File: config.mk
export PLATFORM = sky130hd
export DESIGN_NAME = rsdc_top
export DESIGN_NICKNAME = d
export VERILOG_FILES = /design/src/rsdc_pkg.sv /design/src/rsdc_clkdiv.sv /design/src/rsdc_fetch.sv /design/src/rsdc_top.sv
export VERILOG_INCLUDE_DIRS = /design/src
export SDC_FILE = /design/constraint.sdc
export NUM_CORES = 1
export LEC_CHECK = 0
export ABC_AREA = 1
export BUFFER_PORTS_ARGS = -buffer_cell sky130_fd_sc_hd__buf_2
export CAP_MARGIN = 5
export CORE_UTILIZATION = 26
export DETAILED_ROUTE_END_ITERATION = 8
export GPL_TIMING_DRIVEN = 0
export PLACE_DENSITY = 0.55
export SYNTH_ARGS = -nofsm -noshare
export SYNTH_HDL_FRONTEND = slang
export SYNTH_HIERARCHICAL = 1
export SYNTH_SLANG_ARGS = --single-unit
File: constraint.sdc
create_clock -name sys_clk -period 4.1 [get_ports sys_clk]
set_input_delay 0.41 -clock sys_clk [delete_from_list [all_inputs] [get_ports sys_clk]]
set_output_delay 0.41 -clock sys_clk [all_outputs]
set_load 0.005 [all_outputs]
File: src/rsdc_regs.svh
// Constants for the reset source and debug connect block.
// Assumes inclusion by bare name from the same folder.
`ifndef RSDC_REGS_SVH
`define RSDC_REGS_SVH
// Internal fast oscillator rate and core clock divide ratio
`define RSDC_OSC_MHZ        16
`define RSDC_CORE_DIV       8
// Reset source bit positions in the cause vector
`define RSDC_SRC_POR        0
`define RSDC_SRC_WDG_IND    1
`define RSDC_SRC_WDG_WIN    2
`define RSDC_SRC_SOFT       3
`define RSDC_SRC_DEBUG      4
`define RSDC_SRC_OPCODE     5
`define RSDC_SRC_COUNT      6
// Reset values, program memory end and negate opcode
`define RSDC_CAUSE_RST      6'h01
`define RSDC_PC_RST         16'h8000
`define RSDC_PROG_END       16'h9FFF
`define RSDC_NEG_OPCODE     8'h00
// Debug link timing in system cycles
`define RSDC_LINK_ACTIVE_CY 8'h40
`define RSDC_LINK_IDLE_CY   8'h80
`endif

File: src/rsdc_pkg.sv
// Types for the reset source and debug connect block.
// Assumes the constants header is compiled alongside.
package rsdc_pkg;
  // Debug link connection states
  typedef enum logic [1:0] {
    RSDC_LINK_IDLE,
    RSDC_LINK_ENTRY,
    RSDC_LINK_CONNECTED
  } rsdc_link_t;
  // Pin function selection
  typedef enum logic {
    RSDC_PIN_DEBUG,
    RSDC_PIN_GPIO
  } rsdc_pin_t;
endpackage

File: src/rsdc_clkdiv.sv
// Core clock divider: one-cycle enable pulse every DIV system cycles.
// Assumes sys_clk is the internal fast oscillator.
`timescale 1ns/1ps
`default_nettype none
`include "rsdc_regs.svh"
module rsdc_clkdiv #(
  parameter int DIV = `RSDC_CORE_DIV
) (
  input  wire logic sys_clk,
  input  wire logic rst_b,
  input  wire logic sync_rst,
  output logic      core_en
);
  // Refuse divide ratios the 8-bit counter cannot serve
  if (DIV < 2 || DIV > 256) begin : g_div_range
    $error("rsdc_clkdiv: DIV out of range");
  end
  logic [7:0] cnt_r;   // Divider count
  logic [7:0] cnt_nxt; // Next count
  logic       rst_d_r; // Internal reset level one cycle ago
  logic       restart; // First cycle of a new internal reset
  // The divider keeps running in reset so a release tick always comes;
  // a new reset restarts the period so it lasts a full core period
  assign restart = sync_rst && !rst_d_r;
  // Next count, wraps at DIV-1
  always_comb begin
    if (restart || cnt_r == 8'(DIV - 1)) cnt_nxt = 8'h00;
    else cnt_nxt = cnt_r + 8'h01;
  end
  // Count register
  always_ff @(posedge sys_clk or negedge rst_b) begin
    if (!rst_b) begin
      cnt_r   <= 8'h00;
      rst_d_r <= 1'b1;
    end else begin
      cnt_r   <= cnt_nxt;
      rst_d_r <= sync_rst;
    end
  end
  // Pulse on the last count of each period; RQ15
  assign core_en = !restart && (cnt_r == 8'(DIV - 1));
endmodule
`default_nettype wire

File: src/rsdc_fetch.sv
// Program counter sequencing with illegal opcode detection.
// Assumes fetch data arrives with the counter each core enable.
`timescale 1ns/1ps
`default_nettype none
`include "rsdc_regs.svh"
module rsdc_fetch (
  input  wire logic        sys_clk,
  input  wire logic        rst_b,
  input  wire logic        sync_rst,
  input  wire logic        core_en,
  input  wire logic [7:0]  fetch_data,
  input  wire logic        opcode_valid,
  output logic [15:0]      pc,
  output logic             in_unimpl,
  output logic             opcode_bad
);
  logic [15:0] pc_r;   // Program counter
  logic [15:0] pc_nxt; // Next counter
  logic        bad_r;  // Registered illegal opcode flag
  logic        bad_nxt;
  // Zero byte is the negate instruction and always valid; RQ7
  function automatic logic is_legal(input logic [7:0] d, input logic v);
    is_legal = (d == `RSDC_NEG_OPCODE) || v;
  endfunction
  // Sequential advance; fetch keeps going past the end; RQ8
  always_comb begin
    pc_nxt  = pc_r;
    bad_nxt = 1'b0;
    if (sync_rst) begin
      pc_nxt = `RSDC_PC_RST;
    end else if (core_en) begin
      pc_nxt  = pc_r + 16'h0001; // RQ7
      bad_nxt = !is_legal(fetch_data, opcode_valid); // RQ6
    end
  end
  // Registers
  always_ff @(posedge sys_clk or negedge rst_b) begin
    if (!rst_b) begin
      pc_r  <= `RSDC_PC_RST;
      bad_r <= 1'b0;
    end else begin
      pc_r  <= pc_nxt;
      bad_r <= bad_nxt;
    end
  end
  assign pc         = pc_r;
  assign opcode_bad = bad_r;
  assign in_unimpl  = pc_r > `RSDC_PROG_END; // RQ8
endmodule
`default_nettype wire

File: src/rsdc_top.sv
// Reset aggregation, core clock enable, fetch and debug link connect.
// Assumes supply monitor levels and link pin are synchronous to sys_clk.
//
// Function
// RQ1: No reset pin; first reset from power-on.
// RQ2: Hold reset until supply monitor becomes operative.
// RQ3: Either watchdog event asserts internal reset.
// RQ4: Software reset request uses common reset path.
// RQ5: Debug host request makes full reset.
// RQ6: Illegal opcode raises internal reset.
// RQ7: Zero bytes decode as negate, pc advances.
// RQ8: Fetch continues past end of program memory.
// RQ9: Internal reset aborts running debug connection.
// RQ10: Host connects only while device runs code.
// RQ11: Pin debug after reset; GPIO blocks connects.
// RQ12: One open-drain line for programming and debug.
// RQ13: Memory access without halting the program.
// RQ14: Unbonded GPIOs float as inputs on reset.
// RQ15: Core clock is oscillator divided by eight.
// RQ16: Supply monitor resets below threshold with hysteresis.
// RQ17: Combined reset, synchronous release, link to idle.
`timescale 1ns/1ps
`default_nettype none
`include "rsdc_regs.svh"
module rsdc_top
  import rsdc_pkg::*;
#(
  parameter int NGPIO = 16
) (
  input  wire logic             sys_clk,
  input  wire logic             rst_b,
  input  wire logic             supply_above_rise,
  input  wire logic             supply_above_fall,
  input  wire logic             wdg_ind_event,
  input  wire logic             wdg_win_event,
  input  wire logic             soft_reset_req,
  input  wire logic [7:0]       fetch_data,
  input  wire logic             opcode_valid,
  input  wire rsdc_pkg::rsdc_pin_t pin_func,
  input  wire logic             link_in,
  input  wire logic             link_host_reset,
  input  wire logic             mem_req,
  input  wire logic             mem_we,
  input  wire logic [15:0]      mem_addr,
  input  wire logic [7:0]       mem_wdata,
  input  wire logic [NGPIO-1:0] gpio_unbonded,
  output logic                  int_reset,
  output logic [5:0]            reset_cause,
  output logic                  core_en,
  output logic [15:0]           pc,
  output logic                  in_unimpl,
  output logic                  link_out,
  output logic                  link_oe,
  output logic                  link_connected,
  output logic                  bus_req,
  output logic                  bus_we,
  output logic [15:0]           bus_addr,
  output logic [7:0]            bus_wdata,
  output logic                  cpu_halt,
  output logic [NGPIO-1:0]      gpio_force_float
);
  import rsdc_pkg::*;

  if (NGPIO < 1 || NGPIO > 64) begin : g_ngpio_range
    $error("rsdc_top: NGPIO out of range");
  end

  logic        supply_ok_r;   // Hysteretic supply monitor state
  logic        supply_ok_nxt;
  logic        opcode_bad;    // Illegal opcode from fetch
  logic [5:0]  src_now;       // Reset sources this cycle
  logic        rst_hold_r;    // Combined reset, registered
  logic        rst_hold_nxt;
  logic        rst_sync_r;    // Release stage on core enable
  logic        rst_sync_nxt;
  logic [5:0]  cause_r;       // Sticky last reset cause
  logic [5:0]  cause_nxt;
  rsdc_link_t  link_st_r;     // Debug link state
  rsdc_link_t  link_st_nxt;
  logic [7:0]  lcnt_r;        // Link low-time counter
  logic [7:0]  lcnt_nxt;
  logic        dbg_req_r;     // Debug reset request pulse
  logic        dbg_req_nxt;
  logic        link_in_d_r;   // Previous link level
  logic        bus_req_r;
  logic        bus_we_r;
  logic [15:0] bus_addr_r;
  logic [7:0]  bus_wdata_r;

  // Core clock enable: oscillator divided by eight
  rsdc_clkdiv #(
    .DIV (`RSDC_CORE_DIV)
  ) u_div (
    .sys_clk  (sys_clk),
    .rst_b    (rst_b),
    .sync_rst (rst_sync_r),
    .core_en  (core_en)
  ); // RQ15

  // Fetch sequencing
  rsdc_fetch u_fetch (
    .sys_clk      (sys_clk),
    .rst_b        (rst_b),
    .sync_rst     (rst_sync_r),
    .core_en      (core_en),
    .fetch_data   (fetch_data),
    .opcode_valid (opcode_valid),
    .pc           (pc),
    .in_unimpl    (in_unimpl),
    .opcode_bad   (opcode_bad)
  );

  // Supply monitor with rising and falling thresholds
  always_comb begin
    supply_ok_nxt = supply_ok_r;
    if (!supply_above_fall) supply_ok_nxt = 1'b0;      // RQ16
    else if (supply_above_rise) supply_ok_nxt = 1'b1;  // RQ2
  end

  // Gather every reset source; no pin input exists
  always_comb begin
    src_now = 6'h00;
    src_now[`RSDC_SRC_POR]     = !supply_ok_r;          // RQ1
    src_now[`RSDC_SRC_WDG_IND] = wdg_ind_event;         // RQ3
    src_now[`RSDC_SRC_WDG_WIN] = wdg_win_event;         // RQ3
    src_now[`RSDC_SRC_SOFT]    = soft_reset_req;        // RQ4
    src_now[`RSDC_SRC_DEBUG]   = dbg_req_r;             // RQ5
    src_now[`RSDC_SRC_OPCODE]  = opcode_bad;            // RQ6
  end

  // Combined reset: asserts two cycles after a source, releases on a core enable
  always_comb begin
    rst_hold_nxt = |src_now;                            // RQ17
    rst_sync_nxt = rst_sync_r;
    if (rst_hold_r) rst_sync_nxt = 1'b1;
    else if (core_en) rst_sync_nxt = 1'b0;
    cause_nxt = cause_r;
    if (|src_now) cause_nxt = src_now;
  end

  // Reset registers; power-up starts in reset
  always_ff @(posedge sys_clk or negedge rst_b) begin
    if (!rst_b) begin
      supply_ok_r <= 1'b0;
      rst_hold_r  <= 1'b1;
      rst_sync_r  <= 1'b1;
      cause_r     <= `RSDC_CAUSE_RST;
    end else begin
      supply_ok_r <= supply_ok_nxt;
      rst_hold_r  <= rst_hold_nxt;
      rst_sync_r  <= rst_sync_nxt;
      cause_r     <= cause_nxt;
    end
  end

  // Debug link: long low pulse enters, then connected
  always_comb begin
    link_st_nxt = link_st_r;
    lcnt_nxt    = lcnt_r;
    dbg_req_nxt = 1'b0;
    if (rst_sync_r || pin_func == RSDC_PIN_GPIO) begin
      link_st_nxt = RSDC_LINK_IDLE;                     // RQ9 RQ11 RQ17
      lcnt_nxt    = 8'h00;
    end else begin
      unique case (link_st_r)
        RSDC_LINK_IDLE: begin
          // Host connects on the fly while code runs
          if (!link_in) lcnt_nxt = lcnt_r + 8'h01;      // RQ10
          else lcnt_nxt = 8'h00;
          if (!link_in && lcnt_r == `RSDC_LINK_ACTIVE_CY) begin
            link_st_nxt = RSDC_LINK_ENTRY;
            lcnt_nxt    = 8'h00;
          end
        end
        RSDC_LINK_ENTRY: begin
          // One acknowledge cycle, then wait for the line to return high;
          // a held acknowledge would keep the line low for ever
          lcnt_nxt = 8'h01;
          if (link_in) begin
            link_st_nxt = RSDC_LINK_CONNECTED;
            lcnt_nxt    = 8'h00;
          end
        end
        RSDC_LINK_CONNECTED: begin
          // Host reset request, held line low long
          if (!link_in) lcnt_nxt = lcnt_r + 8'h01;
          else lcnt_nxt = 8'h00;
          if (link_host_reset || (!link_in && lcnt_r == `RSDC_LINK_IDLE_CY)) begin
            dbg_req_nxt = 1'b1;                         // RQ5
            lcnt_nxt    = 8'h00;
          end
        end
      endcase
    end
  end

  // Link state registers
  always_ff @(posedge sys_clk or negedge rst_b) begin
    if (!rst_b) begin
      link_st_r   <= RSDC_LINK_IDLE;
      lcnt_r      <= 8'h00;
      dbg_req_r   <= 1'b0;
      link_in_d_r <= 1'b1;
    end else begin
      link_st_r   <= link_st_nxt;
      lcnt_r      <= lcnt_nxt;
      dbg_req_r   <= dbg_req_nxt;
      link_in_d_r <= link_in;
    end
  end

  // Non-halting memory access, relayed while connected
  always_ff @(posedge sys_clk or negedge rst_b) begin
    if (!rst_b) begin
      bus_req_r   <= 1'b0;
      bus_we_r    <= 1'b0;
      bus_addr_r  <= 16'h0000;
      bus_wdata_r <= 8'h00;
    end else begin
      bus_req_r <= mem_req && (link_st_r == RSDC_LINK_CONNECTED); // RQ13
      if (mem_req) begin
        bus_we_r    <= mem_we;
        bus_addr_r  <= mem_addr;
        bus_wdata_r <= mem_wdata;
      end
    end
  end

  // Open-drain line: only ever pulls low, acknowledging entry
  assign link_out = 1'b0;                                           // RQ12
  // Acknowledge pulls low only in the first entry cycle
  assign link_oe  = (link_st_r == RSDC_LINK_ENTRY) && (lcnt_r == 8'h00) && !link_in_d_r; // RQ12
  assign link_connected   = (link_st_r == RSDC_LINK_CONNECTED);
  assign bus_req          = bus_req_r;
  assign bus_we           = bus_we_r;
  assign bus_addr         = bus_addr_r;
  assign bus_wdata        = bus_wdata_r;
  assign cpu_halt         = 1'b0;                                   // RQ13
  assign int_reset        = rst_sync_r;
  assign reset_cause      = cause_r;
  // Unbonded pins float as inputs during reset
  assign gpio_force_float = rst_sync_r ? gpio_unbonded : '0;        // RQ14

  // Assertions
  AST_WDG_RESET: assert property (@(posedge sys_clk) disable iff (!rst_b)
    (wdg_ind_event || wdg_win_event) |-> ##2 int_reset)
    else $error("watchdog did not reset"); // RQ3
  AST_SOFT_RESET: assert property (@(posedge sys_clk) disable iff (!rst_b)
    soft_reset_req |-> ##2 int_reset)
    else $error("soft reset lost"); // RQ4
  AST_DBG_RESET: assert property (@(posedge sys_clk) disable iff (!rst_b)
    dbg_req_r |-> ##2 int_reset)
    else $error("debug reset lost"); // RQ5
  AST_OPC_RESET: assert property (@(posedge sys_clk) disable iff (!rst_b)
    opcode_bad |-> ##2 int_reset)
    else $error("illegal opcode reset lost"); // RQ6
  AST_SUPPLY_HOLD: assert property (@(posedge sys_clk) disable iff (!rst_b)
    !supply_ok_r |-> ##2 int_reset)
    else $error("reset released under low supply"); // RQ2
  AST_ABORT: assert property (@(posedge sys_clk) disable iff (!rst_b)
    int_reset |=> !link_connected)
    else $error("link survived reset"); // RQ9
  AST_GPIO_BLOCK: assert property (@(posedge sys_clk) disable iff (!rst_b)
    (pin_func == RSDC_PIN_GPIO) |=> (link_st_r == RSDC_LINK_IDLE))
    else $error("link active in gpio mode"); // RQ11
  AST_DIV8: assert property (@(posedge sys_clk) disable iff (!rst_b)
    $rose(core_en) && !int_reset |-> ##8 (core_en || int_reset))
    else $error("core enable not every eight"); // RQ15
  AST_FLOAT: assert property (@(posedge sys_clk) disable iff (!rst_b)
    int_reset |-> gpio_force_float == gpio_unbonded)
    else $error("unbonded gpio not floated"); // RQ14
  AST_NO_HALT: assert property (@(posedge sys_clk) disable iff (!rst_b)
    bus_req |-> !cpu_halt && $past(link_connected))
    else $error("access halted or not connected"); // RQ13
  AST_BUS_REFUSE: assert property (@(posedge sys_clk) disable iff (!rst_b)
    mem_req && !link_connected |=> !bus_req)
    else $error("access relayed while not connected"); // RQ13
  AST_LINK_ACK: assert property (@(posedge sys_clk) disable iff (!rst_b)
    link_oe |=> !link_oe)
    else $error("acknowledge held too long"); // RQ12
  AST_PC_ADVANCE: assert property (@(posedge sys_clk) disable iff (!rst_b)
    core_en && !int_reset |=> pc == $past(pc) + 16'h0001)
    else $error("pc did not advance"); // RQ7
  AST_PC_RESET: assert property (@(posedge sys_clk) disable iff (!rst_b)
    int_reset |=> pc == `RSDC_PC_RST)
    else $error("pc not returned to start"); // RQ17
  AST_RELEASE_SYNC: assert property (@(posedge sys_clk) disable iff (!rst_b)
    $fell(int_reset) |-> $past(core_en))
    else $error("reset released off a core enable"); // RQ17
  AST_FLOAT_OFF: assert property (@(posedge sys_clk) disable iff (!rst_b)
    !int_reset |-> gpio_force_float == '0)
    else $error("gpio forced outside reset"); // RQ14
  // Cover the main scenarios
  COV_CONNECT: cover property (@(posedge sys_clk) disable iff (!rst_b)
    $rose(link_connected));
  COV_ABORT: cover property (@(posedge sys_clk) disable iff (!rst_b)
    link_connected ##1 int_reset);
  COV_UNIMPL: cover property (@(posedge sys_clk) disable iff (!rst_b)
    $rose(in_unimpl));
  COV_DBG_RESET: cover property (@(posedge sys_clk) disable iff (!rst_b)
    dbg_req_r ##2 int_reset);
  COV_OPC_RESET: cover property (@(posedge sys_clk) disable iff (!rst_b)
    opcode_bad ##2 int_reset);
endmodule
`default_nettype wire

==> reports/metrics.yaml <==
power_and_ir_drop:
  peakVddDrop_mv: 0.212
  p_leak_nw: 2.52
  cellPowerDensity_nw_per_um2: 389
routing:
  firstDrtPassIters: 4
  drc: 0
  vias: 3214
  drtIter0Drc: 179
  routedWlPerCell_um: 11.6
  vias_per_cell: 4.30
  wl_mm: 8.70
  ant_nets: 0
floorplanning:
  die_y_um: 121
  die-area_um2: 14500
  io_pins: 132
  chipWidth_um: 121
  core.rowCount: 42
  start_util_pct: 27.2
  coreArea_um2: 13500
final_layout:
  fillerInstances: 1416
  layout-drive-gt1-share_pct: 35.7
  multi_input_area_um2: 1510
  regArea_um2: 1830
  design_area_um2: 4860
  diodes: 0
  area_delta_synth_final_pct: 32.9
  fin_nets: 634
clocking:
  root_buffer: "clkbuf_16"
  cts_resized: 0
  cts_max_level: 3
  clk_pin_slew_worst_paths_ns: 0.06
  postCtsSetupBuffers: 0
  clock_path_buffers: 2
  clock_latency_ns: 0.33
  cts-buffers-inserted: 9
  hold_buffers: 1
  cts.sink_count: 73
  cts_tree: "built"
place:
  port_buffers: 128
  gp_congestion: 0.791
  post-dp-hpwl_mm: 6.59
  dp_slack_ns: 1.78
  placed_cell_area_um2: 4550
critical_path:
  slowest_stage: "nor3b_1"
  start_kind: "flip-flop"
  worstPathArrival_ns: 2.03
  path_cells: "ha_1 -> nand2_2 -> inv_1 -> nand2_2 -> nor3b_1 -> buf_2"
  critical-path-max-stage-delay_ns: 0.64
  criticalPathCategory: "reg -> out"
  cp_common_cell: "nand2_2"
  worst-path-max-fanout: 6
  startpoint: "u_div/cnt_r[0]$_DFF_PN0_"
  worst-path-buf-inv: 2
  path_delay_family: "simple AND/OR/NAND/NOR gates"
  critPathRequiredTime_ns: 3.69
  cp-end-kind: "output port"
  rr_startpoint: "u_div/cnt_r[0]$_DFF_PN0_"
min_path:
  min_from: "link_in"
  hp-class: "in -> reg"
sta:
  finalWorstPathRequiredPeriod_ns: 2.44
  slew_headroom_pct: 48.3
  maxSlewViolCount: 0
  finalHoldViolCount: 0
  fmax_mhz: 410
  skew_ns: 0.00668
  holdWs_ns: 0.222
  grt_setup_unrepaired: "no"
  worst_pin_slew_ns: 0.774
  finalSetupViolations: 0
  finalCritPeriodShare_pct: 59.4
  finalSetupTns_ns: 0
  fin_ws_ns: 1.66
synthesis:
  ys_seq_area_share_pct: 50.2
  synthCells: 424
  ys_ff_latch: 73
  synth_commonest_cells: "nand2_1, dfrtp_1, inv_1"
  ys_types: 36
  synthArstFlopShare_pct: 100
  synth_area_leaders: "dfrtp_1, nand2_1, mux2_2, inv_1, nor2_1"
  synth.top_cell.area_share_pct: 45.9
  synth_edf_count: 0
  synth_warnings: 6
  yosysMostFrequentCell: "nand2_1"
  syn_area_um2: 3650
  yosysTopAreaCell: "dfrtp_1"
  synth_top_flop_cell: "dfrtp_1"
  syn_avg_cell_area_um2: 8.62
global_route:
  grt_pass1_vias: 3115
  grt_usage_pct: 12.6
  grt_max_degree: 66
  grt.overflow.total: 0
  antenna_found_initial: 0
  grt_pass1_wl_mm: 14.4
outcome:
  status: "finished clean"
run:
  cap_violations: 0
where the power goes:
group	switching, mW	internal (mW)	total (mW)
registers	0.0374	0.774	0.812
logic	0.158	0.131	0.289
clock network	0.315	0.474	0.789
total	0.510	1.38	1.89
state kept, by name, summed over array words and instances, names as in the netlist, 2 cells and up:
register and cells:
reset_cause 6, lcnt_r 8, link_st_r 2, u_fetch/pc 16
bus_addr 16, bus_wdata 8, u_div/cnt_r 8
routing by layer:
metal / share of wire [%] / up-vias / wire [um] / track usage (%)
met2: 49 / 91 / 4230 / 21.4
met5: 0 / - / 0 / 0
met3: 6.1 / 9 / 531 / 4.34
li1: - / 1608 / - / -
met1: 44 / 1506 / 3830 / 15.0
met4: 1.3 / 0 / 111 / 3.94
cell families (layout without fill, tap and decap cells):
| kind of cell | Yosys count | after routing | synth area share [%] |
|---|---|---|---|
| other cells | 1 | 2 | 0.103 |
| simple gates | 210 | 210 | 25.6 |
| mux | 25 | 25 | 7.70 |
| compound gates | 31 | 31 | 5.24 |
| flops | 73 | 73 | 50.2 |
| fa+ha+maj | 7 | 7 | 2.40 |
| xor+xnor | 1 | 1 | 0.240 |
| buf+inv | 76 | 222 | 8.56 |
per-stage QoR:
| stage | utilization [%] | power (mW) | cells |
|---|---|---|---|
| global placement | 33.6 | 1.11 | 729 |
| CTS | 36.1 | 1.93 | 747 |
| floorplan | - | 0.995 | 425 |
| global route | 36.1 | 1.99 | 747 |
| detailed placement | 33.8 | 1.12 | 730 |
| finish | 36.1 | 1.89 | 747 |
area by class of cell:
| cell class | instances | area share [%] |
|---|---|---|
| well taps | 176 | 4.53 |
| repair buffers | 130 | 14.0 |
| flip-flops and latches | 73 | 37.8 |
| clock inverters | 6 | 1.42 |
| multi-input cells | 276 | 31.1 |
| inverters | 68 | 5.26 |
| clock buffers | 10 | 4.71 |
| plain buffers | 8 | 1.18 |
final timing paths:
check	endpoint	slack, ns	cells after the start
worst max-delay path	core_en	1.66	6
worst min-delay path	link_in_d_r$_DFF_PN1_	0.22	1
worst max register to register	u_fetch/pc[7]$_DFFE_PN0P_	1.75	10
worst min register to register	u_div/rst_d_r$_DFF_PN1_	0.44	0
max in group asynchronous	reset_cause[0]$_DFFE_PN1P_	3.07	3
min in group asynchronous	u_fetch/opcode_bad$_DFF_PN0_	0.45	2
cells in the final DEF, fill, tap and decap left out, drive strengths merged, types with 2 or more instances in the layout:
master	synthesis	final
buf	6	135
nand2	99	99
inv	67	68
dfrtp	67	67
nor2	65	65
mux2	25	25
nand3	24	24
clkbuf	2	12
o21ai	11	11
a21oi	10	10
o21bai	8	8
nand4	7	7
ha	7	7
dfstp	6	6
nor3	4	4
clkinv	1	4
nor3b	3	3
nor4	3	3
nand3b	2	2
or2	2	2
conb	1	2
Note: power is estimated with default switching activity, not from simulation.
